File: src/pkg/ccmp_pkg.sv
// ccmp_pkg: offsets, field positions, reset values and mode codes of the
// channel 2 compare block; assumes a 16-bit timer core and a 12-bit APB address.
`default_nettype none

package ccmp_pkg;

  // ----------------------------------------
  // widths
  // ----------------------------------------
  localparam int unsigned CNT_W = 16;
  localparam int unsigned ADDR_W = 12;

  // ----------------------------------------
  // register offsets (byte addresses)
  // ----------------------------------------
  localparam logic [11:0] OFS_CTRL1  = 12'h018;
  localparam logic [11:0] OFS_OUTCTL = 12'h020;
  localparam logic [11:0] OFS_CMP2   = 12'h038;
  localparam logic [11:0] OFS_STAT   = 12'h040;

  // ----------------------------------------
  // field positions
  // ----------------------------------------
  localparam int unsigned BIT_CLR   = 15;
  localparam int unsigned MODE_LSB  = 12;
  localparam int unsigned BIT_PE    = 11;
  localparam int unsigned DIR_LSB   = 8;
  localparam int unsigned OBIT_MEN  = 0;
  localparam int unsigned OBIT_MPOL = 1;
  localparam int unsigned OBIT_CEN  = 2;
  localparam int unsigned OBIT_CPOL = 3;
  localparam int unsigned SBIT_REF  = 0;
  localparam int unsigned SBIT_HIT  = 1;
  localparam int unsigned SBIT_DOWN = 2;
  localparam int unsigned SBIT_OUT  = 3;
  localparam int unsigned SCMP_LSB  = 16;

  // ----------------------------------------
  // reset values and codes
  // ----------------------------------------
  localparam logic [15:0] CTRL1_RST  = 16'h0000;
  localparam logic [3:0]  OUTCTL_RST = 4'h0;
  localparam logic [15:0] CMP_RST    = 16'h0000;
  localparam logic [1:0]  DIR_OUTPUT = 2'h0;

  typedef enum logic [2:0] {
    OCM_FREEZE   = 3'b000,
    OCM_SET      = 3'b001,
    OCM_CLEAR    = 3'b010,
    OCM_TOGGLE   = 3'b011,
    OCM_FORCE_LO = 3'b100,
    OCM_FORCE_HI = 3'b101,
    OCM_PWM1     = 3'b110,
    OCM_PWM2     = 3'b111
  } ccmp_mode_t;

endpackage

`default_nettype wire

File: src/pkg/ccmp_ref_if.sv
// ccmp_ref_if: carries channel 2 settings and counter state from the register
// side to the reference generator, and the reference level back.
`timescale 1ns/1ps
`default_nettype none

interface ccmp_ref_if;
  ccmp_pkg::ccmp_mode_t          mode;
  logic                          clr_en;
  logic                          is_out;
  logic                          etr;
  logic                          cnt_down;
  logic [ccmp_pkg::CNT_W-1:0]    cnt;
  logic [ccmp_pkg::CNT_W-1:0]    cmp;
  logic                          ref_lvl;
  logic                          match;

  modport ctl (output mode, clr_en, is_out, etr, cnt_down, cnt, cmp,
               input ref_lvl, match);
  modport gen (input mode, clr_en, is_out, etr, cnt_down, cnt, cmp,
               output ref_lvl, match);
endinterface

`default_nettype wire

File: src/hdl/ccmp_ref_gen.sv
// ccmp_ref_gen: builds the channel 2 output reference from mode, counter and
// active compare value; assumes all inputs are already on pclk.
`timescale 1ns/1ps
`default_nettype none

module ccmp_ref_gen (
  // clock and reset
  input  wire logic pclk,
  input  wire logic presetn,
  // settings and counter in, reference out
  ccmp_ref_if.gen   bus
);

  logic ref_q;
  logic ref_d;
  logic gt;
  logic hit;

  // ----------------------------------------
  // next reference level
  // ----------------------------------------
  always_comb begin
    gt    = bus.cnt > bus.cmp;
    hit   = bus.cnt == bus.cmp;
    ref_d = ref_q;
    case (bus.mode)
      ccmp_pkg::OCM_FREEZE:   ref_d = ref_q;
      ccmp_pkg::OCM_SET:      if (hit) ref_d = 1'b1;
      ccmp_pkg::OCM_CLEAR:    if (hit) ref_d = 1'b0;
      ccmp_pkg::OCM_TOGGLE:   if (hit) ref_d = ~ref_q;
      ccmp_pkg::OCM_FORCE_LO: ref_d = 1'b0;
      ccmp_pkg::OCM_FORCE_HI: ref_d = 1'b1;
      ccmp_pkg::OCM_PWM1:     ref_d = bus.cnt_down ? gt : ~gt;
      ccmp_pkg::OCM_PWM2:     ref_d = bus.cnt_down ? ~gt : gt;
      default:                ref_d = ref_q;
    endcase
    // clear has priority over every mode, including the forced ones
    if (bus.clr_en && bus.etr) ref_d = 1'b0;
    // an input channel produces no reference at all
    if (!bus.is_out) ref_d = 1'b0;
  end

  always_ff @(posedge pclk or negedge presetn) begin
    if (!presetn) begin
      ref_q <= 1'b0;
    end else begin
      ref_q <= ref_d;
    end
  end

  assign bus.ref_lvl = ref_q;
  assign bus.match   = hit;

  logic clr_hit;
  assign clr_hit = (bus.clr_en && bus.etr) || !bus.is_out;
endmodule // ccmp_ref_gen

`default_nettype wire

File: src/hdl/ccmp_top.sv
// ccmp_top: APB register front and output stage of the channel 2 compare
// logic; assumes counter, direction, update event and filtered trigger come
// from timer logic clocked by pclk.
//
// Our own choice: the APB interface to the registers.
`timescale 1ns/1ps
`default_nettype none

// Notes on behaviour
// - direction field decides whether channel works as capture input or compare output
// - control word bits keep position; their meaning follows the channel direction
// - with clear enable set, high filtered trigger forces reference low
// - reference is active high; main and complementary outputs follow polarity bits
// - freeze mode: a counter match leaves the reference unchanged
// - mode 001: reference goes high on counter match
// - mode 010: reference goes low on counter match
// - mode 011: reference inverts on every counter match
// - mode 100: reference held low regardless of counter
// - mode 101: reference held high regardless of counter
// - pwm 1: up inactive above compare, down active above compare
// - pwm 2: up active above compare, down inactive above compare
// - with preload on, software writes and compare register reads reach only preload copy; status shows the active copy
// - with preload on, update event copies preload into active compare
// - preload off disables buffering; control fields reset to zero
// - with preload off a compare write acts on the comparison at once
// - direction code 00 makes channel 2 an output with compare fields live
module ccmp_top (
  // clock and reset
  input  wire logic                       pclk,
  input  wire logic                       presetn,
  // apb slave
  input  wire logic                       psel,
  input  wire logic                       penable,
  input  wire logic                       pwrite,
  input  wire logic [ccmp_pkg::ADDR_W-1:0] paddr,
  input  wire logic [31:0]                pwdata,
  input  wire logic [3:0]                 pstrb,
  output logic [31:0]                     prdata,
  output logic                            pready,
  output logic                            pslverr,
  // timer core
  input  wire logic [ccmp_pkg::CNT_W-1:0] core_counter,
  input  wire logic                       counter_down,
  input  wire logic                       update_event,
  input  wire logic                       filtered_external_trigger,
  // channel 2 outputs
  output logic                            ch2_output_reference,
  output logic                            ch2_main_output,
  output logic                            ch2_complementary_output
);

  // ----------------------------------------
  // registers
  // ----------------------------------------
  logic [15:0] ctrl_q;
  logic [15:0] ctrl_d;
  logic [3:0]  outctl_q;
  logic [3:0]  outctl_d;
  logic [15:0] cmp_pre_q;
  logic [15:0] cmp_pre_d;
  logic [15:0] cmp_act_q;
  logic [15:0] cmp_act_d;
  logic [31:0] prdata_q;
  logic [31:0] prdata_d;
  logic        main_q;
  logic        main_d;
  logic        comp_q;
  logic        comp_d;

  // ----------------------------------------
  // decoded fields
  // ----------------------------------------
  logic        clr_en;
  logic [2:0]  mode_raw;
  logic        pe;
  logic [1:0]  dir;
  logic        is_out;
  logic        men;
  logic        mpol;
  logic        cen;
  logic        cpol;

  // the same bit positions carry filter and prescaler codes in input mode;
  // they are stored untouched and only read as compare fields when is_out, except pe, which sets compare buffering in either direction
  assign clr_en   = ctrl_q[ccmp_pkg::BIT_CLR];
  assign mode_raw = ctrl_q[ccmp_pkg::MODE_LSB +: 3];
  assign pe       = ctrl_q[ccmp_pkg::BIT_PE];
  assign dir      = ctrl_q[ccmp_pkg::DIR_LSB +: 2];
  assign is_out   = dir == ccmp_pkg::DIR_OUTPUT;
  assign men      = outctl_q[ccmp_pkg::OBIT_MEN];
  assign mpol     = outctl_q[ccmp_pkg::OBIT_MPOL];
  assign cen      = outctl_q[ccmp_pkg::OBIT_CEN];
  assign cpol     = outctl_q[ccmp_pkg::OBIT_CPOL];

  // ----------------------------------------
  // apb decode
  // ----------------------------------------
  logic acc;
  logic setup_rd;
  logic hit_ctrl;
  logic hit_outctl;
  logic hit_cmp;
  logic hit_stat;
  logic mapped;
  logic wr_ctrl;
  logic wr_outctl;
  logic wr_cmp;

  assign acc        = psel && penable;
  assign setup_rd   = psel && !penable && !pwrite;
  assign hit_ctrl   = paddr == ccmp_pkg::OFS_CTRL1;
  assign hit_outctl = paddr == ccmp_pkg::OFS_OUTCTL;
  assign hit_cmp    = paddr == ccmp_pkg::OFS_CMP2;
  assign hit_stat   = paddr == ccmp_pkg::OFS_STAT;
  assign mapped     = hit_ctrl || hit_outctl || hit_cmp || hit_stat;
  assign wr_ctrl    = acc && pwrite && hit_ctrl;
  assign wr_outctl  = acc && pwrite && hit_outctl;
  assign wr_cmp     = acc && pwrite && hit_cmp;

  // no wait states: the answer is ready in the access cycle because read
  // data is captured during setup
  assign pready  = acc;
  assign pslverr = acc && !mapped;
  assign prdata  = prdata_q;

  // byte-lane merge of the low half word
  function automatic logic [15:0] merge16(input logic [15:0] old,
                                          input logic [15:0] wd,
                                          input logic [1:0]  st);
    logic [15:0] r;
    r = old;
    if (st[0]) r[7:0] = wd[7:0];
    if (st[1]) r[15:8] = wd[15:8];
    return r;
  endfunction

  // ----------------------------------------
  // reference generator
  // ----------------------------------------
  ccmp_ref_if rif ();

  assign rif.mode     = ccmp_pkg::ccmp_mode_t'(mode_raw);
  assign rif.clr_en   = clr_en;
  assign rif.is_out   = is_out;
  assign rif.etr      = filtered_external_trigger;
  assign rif.cnt_down = counter_down;
  assign rif.cnt      = core_counter;
  assign rif.cmp      = cmp_act_q;

  ccmp_ref_gen u_ref_gen (
    .pclk    (pclk),
    .presetn (presetn),
    .bus     (rif.gen)
  );

  assign ch2_output_reference = rif.ref_lvl;

  // ----------------------------------------
  // control registers
  // ----------------------------------------
  always_comb begin
    ctrl_d   = ctrl_q;
    outctl_d = outctl_q;
    if (wr_ctrl) begin
      ctrl_d = merge16(ctrl_q, pwdata[15:0], pstrb[1:0]);
    end
    if (wr_outctl && pstrb[0]) begin
      outctl_d = pwdata[3:0];
    end
  end

  always_ff @(posedge pclk or negedge presetn) begin
    if (!presetn) begin
      ctrl_q   <= ccmp_pkg::CTRL1_RST;
      outctl_q <= ccmp_pkg::OUTCTL_RST;
    end else begin
      ctrl_q   <= ctrl_d;
      outctl_q <= outctl_d;
    end
  end

  // ----------------------------------------
  // compare register, preload and active copy
  // ----------------------------------------
  logic [15:0] cmp_wr;

  always_comb begin
    cmp_wr    = merge16(cmp_pre_q, pwdata[15:0], pstrb[1:0]);
    cmp_pre_d = cmp_pre_q;
    cmp_act_d = cmp_act_q;
    if (pe) begin
      // buffered: software only touches the preload copy
      if (wr_cmp) cmp_pre_d = cmp_wr;
      if (update_event) cmp_act_d = cmp_pre_q;
    end else begin
      // unbuffered: both copies follow the write at once
      if (wr_cmp) begin
        cmp_pre_d = cmp_wr;
        cmp_act_d = cmp_wr;
      end
    end
  end

  always_ff @(posedge pclk or negedge presetn) begin
    if (!presetn) begin
      cmp_pre_q <= ccmp_pkg::CMP_RST;
      cmp_act_q <= ccmp_pkg::CMP_RST;
    end else begin
      cmp_pre_q <= cmp_pre_d;
      cmp_act_q <= cmp_act_d;
    end
  end

  // ----------------------------------------
  // read data
  // ----------------------------------------
  always_comb begin
    prdata_d = prdata_q;
    if (setup_rd) begin
      prdata_d = 32'h0000_0000;
      if (hit_ctrl) prdata_d[15:0] = ctrl_q;
      if (hit_outctl) prdata_d[3:0] = outctl_q;
      // preload copy is what software sees; equals active copy when unbuffered
      if (hit_cmp) prdata_d[15:0] = cmp_pre_q;
      if (hit_stat) begin
        prdata_d[ccmp_pkg::SBIT_REF]      = rif.ref_lvl;
        prdata_d[ccmp_pkg::SBIT_HIT]      = rif.match;
        prdata_d[ccmp_pkg::SBIT_DOWN]     = counter_down;
        prdata_d[ccmp_pkg::SBIT_OUT]      = is_out;
        prdata_d[ccmp_pkg::SCMP_LSB +: 16] = cmp_act_q;
      end
    end
  end

  always_ff @(posedge pclk or negedge presetn) begin
    if (!presetn) begin
      prdata_q <= 32'h0000_0000;
    end else begin
      prdata_q <= prdata_d;
    end
  end

  // ----------------------------------------
  // output stage
  // ----------------------------------------
  // the complementary output carries the inverted reference; a disabled
  // output rests at 0 so it cannot glitch through the polarity change
  always_comb begin
    main_d = men && (rif.ref_lvl ^ mpol);
    comp_d = cen && (!rif.ref_lvl ^ cpol);
  end

  always_ff @(posedge pclk or negedge presetn) begin
    if (!presetn) begin
      main_q <= 1'b0;
      comp_q <= 1'b0;
    end else begin
      main_q <= main_d;
      comp_q <= comp_d;
    end
  end

  assign ch2_main_output          = main_q;
  assign ch2_complementary_output = comp_q;
endmodule // ccmp_top

`default_nettype wire

File: config.mk
export PLATFORM = sky130hd
export DESIGN_NAME = ccmp_top
export DESIGN_NICKNAME = d
export VERILOG_FILES = /design/src/pkg/ccmp_pkg.sv /design/src/pkg/ccmp_ref_if.sv /design/src/hdl/ccmp_ref_gen.sv /design/src/hdl/ccmp_top.sv
export SDC_FILE = /design/constraint.sdc
export NUM_CORES = 1
export LEC_CHECK = 0
export ABC_AREA = 1
export BUFFER_PORTS_ARGS = -buffer_cell sky130_fd_sc_hd__buf_2
export CAP_MARGIN = 5
export CORE_MARGIN = 1
export CORE_UTILIZATION = 35
export CTS_CLUSTER_SIZE = 30
export DETAILED_ROUTE_END_ITERATION = 8
export GPL_ROUTABILITY_DRIVEN = 0
export PLACE_DENSITY = 0.61
export SYNTH_ARGS = -nofsm -noshare
export SYNTH_HDL_FRONTEND = slang
export SYNTH_SLANG_ARGS = --single-unit
export TNS_END_PERCENT = 20
File: constraint.sdc
create_clock -name pclk -period 2 [get_ports pclk]
set_input_delay 0.5 -clock pclk [delete_from_list [all_inputs] [get_ports pclk]]
set_output_delay 0.5 -clock pclk [all_outputs]
set_load 0.03 [all_outputs]
==> results of run 1 <==
==> state kept, by name, summed over array words and instances, names as in the netlist <==
name                      flops
outctl_q                      4
ch2_main_output               1
cmp_pre_q                    16
prdata                       32
u_ref_gen.bus.ref_lvl         1
ctrl_q                       16
ch2_complementary_output      1
cmp_act_q                    16
==> Yosys cell counts (2+ instances only) <==
library cell and count:
sky130_fd_sc_hd__o21ai_0 84, sky130_fd_sc_hd__nand2_1 174, sky130_fd_sc_hd__nand4_1 3, sky130_fd_sc_hd__inv_1 65
sky130_fd_sc_hd__buf_2 2, sky130_fd_sc_hd__o31ai_1 16, sky130_fd_sc_hd__inv_2 2, sky130_fd_sc_hd__clkbuf_1 21
sky130_fd_sc_hd__nor2_1 13, sky130_fd_sc_hd__o211ai_1 16, sky130_fd_sc_hd__ha_1 16, sky130_fd_sc_hd__a32o_1 7
sky130_fd_sc_hd__buf_6 2, sky130_fd_sc_hd__nand3_1 18, sky130_fd_sc_hd__nor4_1 3, sky130_fd_sc_hd__nor3_1 3
sky130_fd_sc_hd__a21oi_1 12, sky130_fd_sc_hd__dfrtp_1 87
==> cells by family after synthesis <==
family	share of synthesized area
AND/OR/NAND/NOR	0.201
AO/OA/AOI/OAI	0.186
adder cells (fa/ha/maj)	0.0448
flip-flops	0.487
buffers and inverters	0.0812
==> routing by layer <==
metal	up-vias	global-route usage
li1	2035	-
met1	1934	0.252
met2	104	0.324
met3	12	0.0285
met4	0	0.0554
met5	-	0
==> report_power, final <==
| part | internal (mW) | switching, mW | leakage (nW) |
|---|---|---|---|
| clock network | 1.03 | 0.656 | 0.145 |
| logic | 0.0891 | 0.165 | 1.70 |
| registers | 1.76 | 0.00234 | 1.13 |
==> worst paths after layout <==
| kind | startpoint | endpoint | slack, ps | cells after the start |
|---|---|---|---|---|
| setup / recovery | paddr[6] | pslverr | -20 | 8 |
| max in group asynchronous | presetn | cmp_pre_q[6]$_DFFE_PN0P_ | 1420 | 2 |
| min in group pclk | pwdata[12] | ctrl_q[12]$_DFFE_PN0P_ | 440 | 3 |
| setup reg to reg | cmp_act_q[3]$_DFFE_PN0P_ | u_ref_gen.bus.ref_lvl$_DFFE_PN0P_ | 170 | 14 |
| hold / removal | presetn | prdata[20]$_DFFE_PN0P_ | 170 | 2 |
| hold reg to reg | prdata[27]$_DFFE_PN0P_ | prdata[27]$_DFFE_PN0P_ | 480 | 2 |
==> metrics by stage <==
step / power (mW) / util
after CTS: 3.73 / 0.459
after floorplan: 1.91 / -
final: 3.70 / 0.461
after global routing: 3.84 / 0.461
after global placement: 2.04 / 0.430
after detailed placement: 2.05 / 0.430
==> timing repair <==
action / 4_1_cts / 5_1_grt
resized for setup: 8 / 7
endpoints found under the setup margin: 1 / 10
setup buffers: 3 / 0
gates cloned: 0 / 0
pin swaps: 3 / 2
==> cell type report <==
cell class / count / area [sq um]
clock buffers: 12 / 256
clock inverters: 3 / 42.5
fillers: 1255 / 6580
inverters: 67 / 251
multi-input cells: 374 / 2010
flip-flops and latches: 87 / 2180
well taps: 168 / 210
repair buffers: 118 / 691
==> metrics.md, run 1 <==
| Metric | Value |
|---|---|
| WHS | `between 150 and 200 ps` |
| VDD IR max | `roughly 300 uV` |
| Row count | `40` |
| Clock network latency to the later pin of the worst-skew pair | `~340 ps` |
| Number of buffers created by CTS | `9` |
| Die Ht | `~120 um` |
| Fraction of registers with async set or reset after synthesis | `1.00` |
| Static leakage power | `2.98 nW` |
| Number of search-and-repair iterations in the first detailed-routing pass | `4` |
| Classification of the worst-slack hold path | `in -> async` |
| Setup Viol. Count Final | `1` |
| Required arrival time at the worst endpoint | `around 1500 ps` |
| Post-DP Area | `~0.0053 sq mm` |
| Maximum Capacitance Violations | `0` |
| Family with the most delay on the worst path | `simple AND/OR/NAND/NOR gates` |
| Count of unique library cells instantiated by Yosys | `27` |
| Total wire length | `12000 um` |
| Fraction of the cycle the final worst path needs | `1.01` |
| Dominant synthesized flop cell | `sky130_fd_sc_hd__dfrtp_1` |
| CTS root buffer | `sky130_fd_sc_hd__clkbuf_16` |
| Most frequent cells in the layout | `sky130_fd_sc_hd__nand2_1 (168), sky130_fd_sc_hd__buf_2 (88), sky130_fd_sc_hd__dfrtp_1 (87), sky130_fd_sc_hd__o21ai_0 (83), sky130_fd_sc_hd__inv_1 (63)` |
| Max frequency | `about 0.49 GHz` |
| Largest net degree at the start of global routing | `88` |
| Syn Nets | `approximately 640` |
| Final Hold Vio Count | `0` |
| Setup repair after global routing missed its margin | `yes` |
| Total count of max-transition violations in the final report | `0` |
| Number of DRC markers after the initial detailed-route iteration | `around 220` |
| Skew final | `9.55 ps` |
| Clock Tree Buf Depth | `2` |
| Total Nets Final | `about 750` |
| Aggregate global routing overflow | `0` |
| IO Port Bufs | `90` |
| Post-Place Worst Slack | `-127 ps` |
| Number of synthesized flops with an enable pin | `0` |
| CP Class | `in -> out` |
| Synth top area share | `0.487` |
| Maximum net fanout on the critical path | `3` |
| Fraction of final layout cells sized beyond drive strength 1 | `0.233` |
| Yosys synthesis warning count | `0` |
| Initial antenna violation count | `0` |
| Status | `finished, violations left` |
| Slew Limit Headroom | `0.376` |
| Detailed-route DRC error count | `0` |
| Pwr Density | `around 660 mW/mm^2` |
| Number of buffers added to fix hold violations after cts | `0` |
| Part of the Yosys area used for sequential elements | `0.487` |
| Number of nets still failing antenna checks after routing | `0` |
| Design area | `0.00563 sq mm` |
| Wire length on met1 | `5320 um` |
| Sequence of cells on the critical path | `buf_2, inv_1, nand2_1, nor4_4, nand2_2, nand3_2, nor3_4, buf_4` |
| Syn Inst Count | `between 500 and 600` |
| Layout Area Growth over Synthesis | `26.0%` |
| Top cells by area, synth | `sky130_fd_sc_hd__dfrtp_1 (49%), sky130_fd_sc_hd__nand2_1 (15%), sky130_fd_sc_hd__o21ai_0 (9.4%), sky130_fd_sc_hd__inv_1 (5.5%), sky130_fd_sc_hd__ha_1 (4.5%)` |
| Slowest cell on crit path | `sky130_fd_sc_hd__nor4_4` |
| Number of global-route vias before repair | `3988` |
| Clk slew on worst S/H paths | `roughly 60 ps` |
| Post-synth top area cell | `sky130_fd_sc_hd__dfrtp_1` |
| Routed vias | `around 4100` |
| Kind of start point of the critical path | `input port` |
| Delay of the slowest critical-path stage | `about 280 ps` |
| Initial Utilization | `0.366` |
| Die X-Extent | `115 um` |
| Worst slew pin tran | `between 900 and 1000 ps` |
| Synth Cell Area | `approximately 0.0045 sq mm` |
| DIE AREA | `0.0132 sq mm` |
| Arrival time of the worst setup path | `about 1500 ps` |
| Category of the worst setup path capture point | `output pin` |
| Total track usage | `0.191` |
| Buffers & Inverters on Critical Path | `3` |
| Met3 routed WL | `approximately 600 um` |
| Leading cell type in the layout, fill and taps excluded | `sky130_fd_sc_hd__nand2_1` |
| DR vias/cell | `~4.9` |
| Final worst slack | `-23.8 ps` |
| Global-route wire length before repair | `19300 um` |
| Clock Sinks | `87` |
| Detailed-placement wirelength estimate | `about 8700 um` |
| Mean cell area of the mapped netlist | `8.08 sq um` |
| Total instance count after detailed placement | `about 810` |
| Routed wire per std cell | `roughly 15 um` |
| Violated checks | `setup timing` |
| Time the final worst path needs with I/O delays and setup | `around 2000 ps` |
| Total met2 wirelength after detailed routing | `5980 um` |
| Register bit total from synthesis | `87` |
| Htree depth | `3` |
| TritonCTS clock tree | `built` |
| Diode insertion count for antenna repair | `0` |
| Post-Layout Cell Count | `829` |
| # IOs | `109` |
| Summed negative setup slack over all endpoints | `-23.8 ps` |
| Highest signal layer in the routed design | `met4` |
| Core Box Area | `0.0122 sq mm` |
Note: power is estimated with default switching activity, not from simulation.
==> run 2: changes to the inputs <==
ABC_AREA = default   (was 1)
CELL_PAD_IN_SITES_DETAIL_PLACEMENT = 2   (was default)
CELL_PAD_IN_SITES_GLOBAL_PLACEMENT = 2   (was default)
CORE_UTILIZATION = 30   (was 35)
PLACE_DENSITY = 0.79   (was 0.61)
==> run 2 against run 1 <==
  * The run still ends with setup timing left
  * Clock skew down 3.4 ps
  * Critical path type unchanged
  * Highest routed layer unchanged
  * Combinational power rose by 110%
  * Clock power up 8%
==> metrics.md, run 2 <==
| Metric | Value |
|---|---|
| Status | `finished, violations left` |
| Violated checks | `setup timing` |
| Total count of max-transition violations in the final report | `0 (unchanged)` |
| Layout Area Growth over Synthesis | `39.6%` |
| Setup repair after global routing missed its margin | `yes` |
| Syn Inst Count | `383 (-31%)` |
| Routed wire per std cell | `21.3 um (+46%)` |
| Largest net degree at the start of global routing | `35 (-60%)` |
| Total Nets Final | `606 (-19%)` |
| Total wire length | `14900 um (+23%)` |
| Setup Viol. Count Final | `67 (+66)` |
| Slew Limit Headroom | `0.499 (+0.123)` |
| Mean cell area of the mapped netlist | `11.0 sq um (+36%)` |
| Aggregate global routing overflow | `0 (unchanged)` |
| Pwr Density | `713 mW/mm^2 (+8.4%)` |
| DR vias/cell | `5.20 (+5.5%)` |
| Fraction of registers with async set or reset after synthesis | `1.00 (unchanged)` |
| Row count | `42 (+5.0%)` |
| Multiplexer fraction of the synthesized cell area | `0.135 (+0.135)` |
| Final Hold Vio Count | `0 (unchanged)` |
| Number of nets still failing antenna checks after routing | `0 (unchanged)` |
| Time the final worst path needs with I/O delays and setup | `2390 ps (+369 ps)` |
| Dominant synthesized flop cell | `sky130_fd_sc_hd__dfrtp_1` |
| Buffers & Inverters on Critical Path | `3 (unchanged)` |
| Number of flip-flops in the largest register | `32 (unchanged)` |
| IO Port Bufs | `90 (unchanged)` |
| Basic-gate share of the synthesized area counting and, or, nand and nor cells | `0.138 (-0.0630)` |
| Syn Nets | `471 (-27%)` |
| Worst slew pin tran | `750 ps (-185 ps)` |
| Count of unique library cells instantiated by Yosys | `46 (+70%)` |
| Cell with the most instances after synthesis | `sky130_fd_sc_hd__dfrtp_1` |
| Number of buffers created by CTS | `9 (unchanged)` |
| Number of synthesized flops with an enable pin | `0 (unchanged)` |
| Category of the worst setup path capture point | `output pin` |
| Maximum net fanout on the critical path | `3 (unchanged)` |
| Arrival time of the worst setup path | `1890 ps (+370 ps)` |
| Initial Utilization | `0.312 (-0.0539)` |
| Post-DP Area | `0.00528 sq mm (+0.43%)` |
| Slowest cell on crit path | `sky130_fd_sc_hd__or4_4` |
| WHS | `100 ps (-72.1 ps)` |
| Total track usage | `0.210 (+0.0197)` |
| Top cells by area, synth | `sky130_fd_sc_hd__dfrtp_1 (52%), sky130_fd_sc_hd__mux2_2 (9.7%), sky130_fd_sc_hd__ha_1 (4.8%), sky130_fd_sc_hd__nor2_1 (4.5%), sky130_fd_sc_hd__mux2i_1 (3.8%)` |
| Synth Cell Area | `0.00420 sq mm (-6.0%)` |
| Skew final | `6.14 ps (-3.41 ps)` |
| Routed vias | `3635 (-11%)` |
| # IOs | `109 (unchanged)` |
| Core Box Area | `0.0135 sq mm (+10%)` |
| Design area | `0.00586 sq mm (+4.1%)` |
| Post-synthesis share of cell area spent on full adders, half adders and majority gates | `0.0477 (+0.00288)` |
| Register bit total from synthesis | `87 (unchanged)` |
| Die Ht | `120 um (+4.6%)` |
| Part of the Yosys area used for sequential elements | `0.518 (+0.0313)` |
| Fraction of synthesized cell area in xor and xnor cells | `0.00417 (+0.00417)` |
| Synth top area share | `0.518 (+0.0313)` |
| Classification of the worst-slack hold path | `in -> async` |
| Leading cell type in the layout, fill and taps excluded | `sky130_fd_sc_hd__dfrtp_1` |
| Clock Tree Buf Depth | `2 (unchanged)` |
| Post-synth top area cell | `sky130_fd_sc_hd__dfrtp_1` |
| Htree depth | `3 (unchanged)` |
| Static leakage power | `2.81 nW (-5.7%)` |
| FF+latch area | `0.00218 sq mm (unchanged)` |
| CTS root buffer | `sky130_fd_sc_hd__clkbuf_16` |
| Global-route wire length before repair | `22700 um (+17%)` |
| Number of search-and-repair iterations in the first detailed-routing pass | `4 (unchanged)` |
| Family with the most delay on the worst path | `simple AND/OR/NAND/NOR gates` |
| Max frequency | `0.418 GHz (-15%)` |
| Detailed-route DRC error count | `0 (unchanged)` |
| Main combinational cell family by area after synthesis | `simple AND/OR/NAND/NOR gates` |
| Final worst slack | `-393 ps (-369 ps)` |
| Multi-input gate area | `0.00216 sq mm (+7.6%)` |
| Fraction of final layout cells sized beyond drive strength 1 | `0.444 (+0.211)` |
| Maximum Capacitance Violations | `0 (unchanged)` |
| Fraction of the cycle the final worst path needs | `1.20 (+0.185)` |
| TritonCTS clock tree | `built` |
| Filler Cells Inserted | `1457 (+16%)` |
| Clock network latency to the later pin of the worst-skew pair | `350 ps (about the same)` |
| Initial antenna violation count | `0 (unchanged)` |
| Number of global-route vias before repair | `4092 (+2.6%)` |
| Die X-Extent | `120 um (+4.6%)` |
| Clock Sinks | `87 (unchanged)` |
| Required arrival time at the worst endpoint | `1500 ps (about the same)` |
| Cell seen most often among critical-path stages | `sky130_fd_sc_hd__buf_6` |
| DIE AREA | `0.0145 sq mm (+9.4%)` |
| Number of buffers added to fix hold violations after cts | `0 (unchanged)` |
| Kind of start point of the critical path | `input port` |
| Total instance count after detailed placement | `672 (-17%)` |
| VDD IR max | `416 uV (+35%)` |
| Diode insertion count for antenna repair | `0 (unchanged)` |
| CP Class | `in -> out` |
| Compound-Gate Fraction of Synth Area | `0.121 (-0.0649)` |
| Sequence of cells on the critical path | `buf_6, or4_4, buf_6, nor4b_4, nor3_4, buf_6` |
| Post-Place Worst Slack | `-567 ps (-440 ps)` |
| Yosys synthesis warning count | `0 (unchanged)` |
| Delay of the slowest critical-path stage | `580 ps (+300 ps)` |
| Detailed-placement wirelength estimate | `9910 um (+14%)` |
| Post-Layout Cell Count | `699 (-16%)` |
| Most instantiated cells after synthesis | `sky130_fd_sc_hd__dfrtp_1 (87), sky130_fd_sc_hd__nor2_1 (50), sky130_fd_sc_hd__mux2_2 (36)` |
| Most frequent cells in the layout | `sky130_fd_sc_hd__dfrtp_1 (87), sky130_fd_sc_hd__buf_2 (86), sky130_fd_sc_hd__nor2_1 (49), sky130_fd_sc_hd__buf_4 (45), sky130_fd_sc_hd__nand2_1 (29)` |
| Number of DRC markers after the initial detailed-route iteration | `157 (-30%)` |
| Clk slew on worst S/H paths | `70 ps (about the same)` |
[run 2: logic make-up after synthesis]
logic type | Yosys count
AOI/OAI and AO/OA | 74
xor gates and xnor gates | 2
adders and majority gates | 16
buffers and inverters | 36
DFF | 87
muxes | 52
and+or+nand+nor | 116
[run 2: worst paths after layout]
| check | startpoint | to | slack (ps) | cells after the start |
|---|---|---|---|---|
| worst max-delay path | paddr[8] | pslverr | -390 | 6 |
| worst min-delay path | presetn | ch2_complementary_output$_DFF_PN0_ | 100 | 1 |
| worst max register to register | cmp_act_q[1]$_DFFE_PN0P_ | u_ref_gen.bus.ref_lvl$_DFFE_PN0P_ | -360 | 8 |
| worst min register to register | prdata[30]$_DFFE_PN0P_ | prdata[30]$_DFFE_PN0P_ | 470 | 2 |
| max in group asynchronous | presetn | prdata[2]$_DFFE_PN0P_ | 1350 | 2 |
| min in group pclk | pwdata[10] | cmp_pre_q[10]$_DFFE_PN0P_ | 420 | 2 |
[run 2: layout make-up]
type                            instances  share of cell area
Timing Repair Buffer                  143               0.160
Tap cell                              176              0.0376
Clock buffer                           12              0.0403
Inverter                               17              0.0109
Sequential cell                        87               0.371
Clock inverter                          4              0.0119
Multi-Input combinational cell        260               0.368
[run 2: repair_timing]
action | in CTS | in global routing
pin swaps | 14 | 6
setup buffers | 8 | 8
gates resized for setup | 38 | 16
endpoints found under the hold margin | 0 | 0
setup endpoints to repair | 69 | 74
[run 2: per-layer routing]
layer,track usage,part of all wire,vias up
li1,-,-,1642
met1,0.241,0.41,1893
met2,0.384,0.54,80
met3,0.0486,0.033,20
met4,0.0671,0.022,0
met5,0,0,-
[run 2: through the flow]
| step | power, mW | utilization | TNS (ps) |
|---|---|---|---|
| floorplan | 2.12 | - | -15500 |
| global placement | 2.34 | 0.392 | -32030 |
| detailed placement | 2.37 | 0.392 | -38190 |
| CTS | 4.21 | 0.428 | -5520 |
| global route | 4.31 | 0.436 | -10310 |
| finish | 4.18 | 0.436 | -7330 |
[run 2: power breakdown]
part / internal (mW) / switching, mW
clock: 1.09 / 0.726
combinational: 0.192 / 0.330
sequential: 1.81 / 0.0286
==> run 3: changes to the inputs <==
SKIP_LAST_GASP = 1   (was default)
==> run 3 against run 2 <==
  * The flow still finishes with violations (setup timing)
  * Non-clock buffer count fell by 5
  * Worst setup slack improved by 7.7 ps
  * Via count fell by 2.3%
  * Clock-buffer cell count did not move
  * Total power fell by 0.73%
  * Clock skew fell by 0.64 ps
==> metrics.md, run 3 (synthesis gave the netlist of run 2 again) <==
| Metric | Value |
|---|---|
| Largest net degree at the start of global routing | `35 (unchanged)` |
| Static leakage power | `2.77 nW (-1.4%)` |
| Capture point of the worst reg-to-reg path | `u_ref_gen.bus.ref_lvl$_DFFE_PN0P_` |
| Global-route wire length before repair | `22000 um (-3.2%)` |
| Aggregate global routing overflow | `0 (unchanged)` |
| Number of search-and-repair iterations in the first detailed-routing pass | `4 (unchanged)` |
| Design area | `0.00575 sq mm (-2.0%)` |
| Maximum net fanout on the critical path | `3 (unchanged)` |
| Sequence of cells on the critical path | `buf_6, or4_4, nor4_4, nor2_1, nand2_1, nor3_4, buf_6` |
| IO Port Bufs | `90 (unchanged)` |
| Status | `finished, violations left` |
| Setup repair after global routing missed its margin | `yes` |
| Slowest cell on crit path | `sky130_fd_sc_hd__or4_4` |
| Most frequent cells in the layout | `sky130_fd_sc_hd__dfrtp_1 (87), sky130_fd_sc_hd__buf_2 (86), sky130_fd_sc_hd__nor2_1 (49), sky130_fd_sc_hd__buf_4 (43), sky130_fd_sc_hd__nand2_1 (30)` |
| Initial Utilization | `0.312 (unchanged)` |
| DIE AREA | `0.0145 sq mm (unchanged)` |
| Routed wire per std cell | `19.9 um (-6.6%)` |
| Slew Limit Headroom | `0.512 (+0.0134)` |
| Summed negative setup slack over all endpoints | `-10550 ps (-3230 ps)` |
| Violated checks | `setup timing` |
| Required arrival time at the worst endpoint | `1500 ps (about the same)` |
| Number of buffers created by CTS | `9 (unchanged)` |
| Skew final | `5.50 ps (-0.640 ps)` |
| Category of the worst setup path capture point | `output pin` |
| Number of nets still failing antenna checks after routing | `0 (unchanged)` |
| Cell seen most often among critical-path stages | `sky130_fd_sc_hd__buf_6` |
| Fraction of the cycle the final worst path needs | `1.19 (-0.00383)` |
| Arrival time of the worst setup path | `1890 ps (about the same)` |
| Pwr Density | `722 mW/mm^2 (+1.3%)` |
| Fraction of final layout cells sized beyond drive strength 1 | `0.419 (-0.0247)` |
| Total net switching power | `1.06 mW (-2.3%)` |
| CTS root buffer | `sky130_fd_sc_hd__clkbuf_16` |
| Layout Area Growth over Synthesis | `36.8%` |
| Clock Tree Buf Depth | `2 (unchanged)` |
| Delay of the slowest critical-path stage | `580 ps (about the same)` |
| Switching portion of total power | `0.255 (-0.00416)` |
| CP Class | `in -> out` |
| Classification of the worst-slack hold path | `in -> async` |
| Final worst slack | `-385 ps (+7.65 ps)` |
| Diode insertion count for antenna repair | `0 (unchanged)` |
| # IOs | `109 (unchanged)` |
| Max frequency | `0.419 GHz (+0.32%)` |
| Routed vias | `3552 (-2.3%)` |
| Time the final worst path needs with I/O delays and setup | `2390 ps (-7.65 ps)` |
| TritonCTS clock tree | `built` |
| Total count of max-transition violations in the final report | `0 (unchanged)` |
| Initial antenna violation count | `0 (unchanged)` |
| Buffers & Inverters on Critical Path | `2 (-1)` |
| Final Hold Vio Count | `0 (unchanged)` |
| Maximum Capacitance Violations | `0 (unchanged)` |
| VDD IR max | `407 uV (-2.2%)` |
| Die Ht | `120 um (unchanged)` |
| Core Box Area | `0.0135 sq mm (unchanged)` |
| Setup Viol. Count Final | `70 (+4.5%)` |
| Total wire length | `13800 um (-7.3%)` |
| Total track usage | `0.203 (-0.00693)` |
| Detailed-route DRC error count | `0 (unchanged)` |
| Number of global-route vias before repair | `4038 (-1.3%)` |
| Leading cell type in the layout, fill and taps excluded | `sky130_fd_sc_hd__dfrtp_1` |
| Worst slew pin tran | `730 ps (-20.1 ps)` |
| DR vias/cell | `5.12 (-1.6%)` |
| Number of flip-flops in the largest register | `32 (unchanged)` |
| Number of DRC markers after the initial detailed-route iteration | `124 (-21%)` |
| Post-DP Area | `0.00528 sq mm (unchanged)` |
| Cell-internal power | `3.09 mW (-0.18%)` |
| Die X-Extent | `120 um (unchanged)` |
| Relative contribution of sequential cells to total power | `0.443 (+0.003)` |
| Combinational group share of total power | `0.122 (-0.003)` |
| Family with the most delay on the worst path | `simple AND/OR/NAND/NOR gates` |
| PnR Total Power | `4.15 mW (-0.73%)` |
| Reg2Reg Launch Point | `cmp_act_q[5]$_DFFE_PN0P_` |
| Clock network latency to the later pin of the worst-skew pair | `350 ps (about the same)` |
| Kind of start point of the critical path | `input port` |
| Total Nets Final | `601 (-0.83%)` |
| Clk slew on worst S/H paths | `60 ps (about the same)` |
| Clock Sinks | `87 (unchanged)` |
| Clock power share | `0.435 (about the same)` |
| Detailed-placement wirelength estimate | `9910 um (unchanged)` |
| Row count | `42 (unchanged)` |
| Htree depth | `3 (unchanged)` |
| Worst reg2reg path depth | `8 (unchanged)` |
| FF-to-FF setup slack | `-330 ps (+30 ps)` |
[run 3: through the flow]
stage | util | worst slack, ps | cells | hold WS, ps
6_report | 0.427 | -385 | 694 | 102
5_1_grt | 0.427 | -437 | 694 | 139
4_1_cts | 0.426 | -378 | 693 | 114
3_5_place_dp | 0.392 | -567 | 672 | 466
3_3_place_gp | 0.392 | -475 | 672 | 463
2_1_floorplan | - | -492 | 383 | 204
[run 3: final cells by class]
cell class	instances	area, sq um
Timing Repair Buffer	138	890
Tap cell	176	220
Fill cell	1449	7710
Inverter	17	63.8
Clock inverter	4	70.1
Multi-Input combinational cell	260	2090
Clock buffer	12	236
Sequential cell	87	2180
[run 3: routing by layer]
| layer | part of all wire | track usage | vias to the layer above |
|---|---|---|---|
| met2 | 0.53 | 0.368 | 76 |
| li1 | - | - | 1632 |
| met5 | 0 | 0 | - |
| met4 | 0.021 | 0.0710 | 0 |
| met3 | 0.037 | 0.0481 | 18 |
| met1 | 0.41 | 0.233 | 1826 |
[run 3: worst register-to-register path, delay by kind of cell, from the launching register on]
kind | cells | cell delay [ps]
flip-flops | 1 | 380
adder cells (fa/ha/maj) | 1 | 270
AND/OR/NAND/NOR | 2 | 710
AO/OA/AOI/OAI | 4 | 820
buffers and inverters | 1 | 70
[run 3: worst max path at each step]
stage / start / to / slack (ps) / depth (start not counted)
floorplan: paddr[1] / pslverr / -490 / 5
global placement: paddr[11] / cmp_pre_q[5]$_DFFE_PN0P_ / -480 / 7
detailed placement: paddr[11] / cmp_pre_q[1]$_DFFE_PN0P_ / -570 / 7
CTS: paddr[7] / pslverr / -380 / 7
global route: paddr[8] / pslverr / -440 / 7
finish: paddr[8] / pslverr / -390 / 7
[run 3: power by group through the flow]
stage | Sequential, mW | Clock (mW) | Combinational, mW
after floorplan | 1.97 | 0 | 0.150
after global placement | 1.87 | 0 | 0.473
after detailed placement | 1.87 | 0 | 0.497
after CTS | 1.84 | 1.85 | 0.519
after global routing | 1.84 | 1.91 | 0.554
final | 1.84 | 1.80 | 0.508
[run 3: timing repair]
item | in CTS | in global routing
hold buffers | 0 | 0
pin swaps | 12 | 5
endpoints found under the setup margin | 69 | 70
gates resized for setup | 29 | 2
buffers inserted | 8 | 2
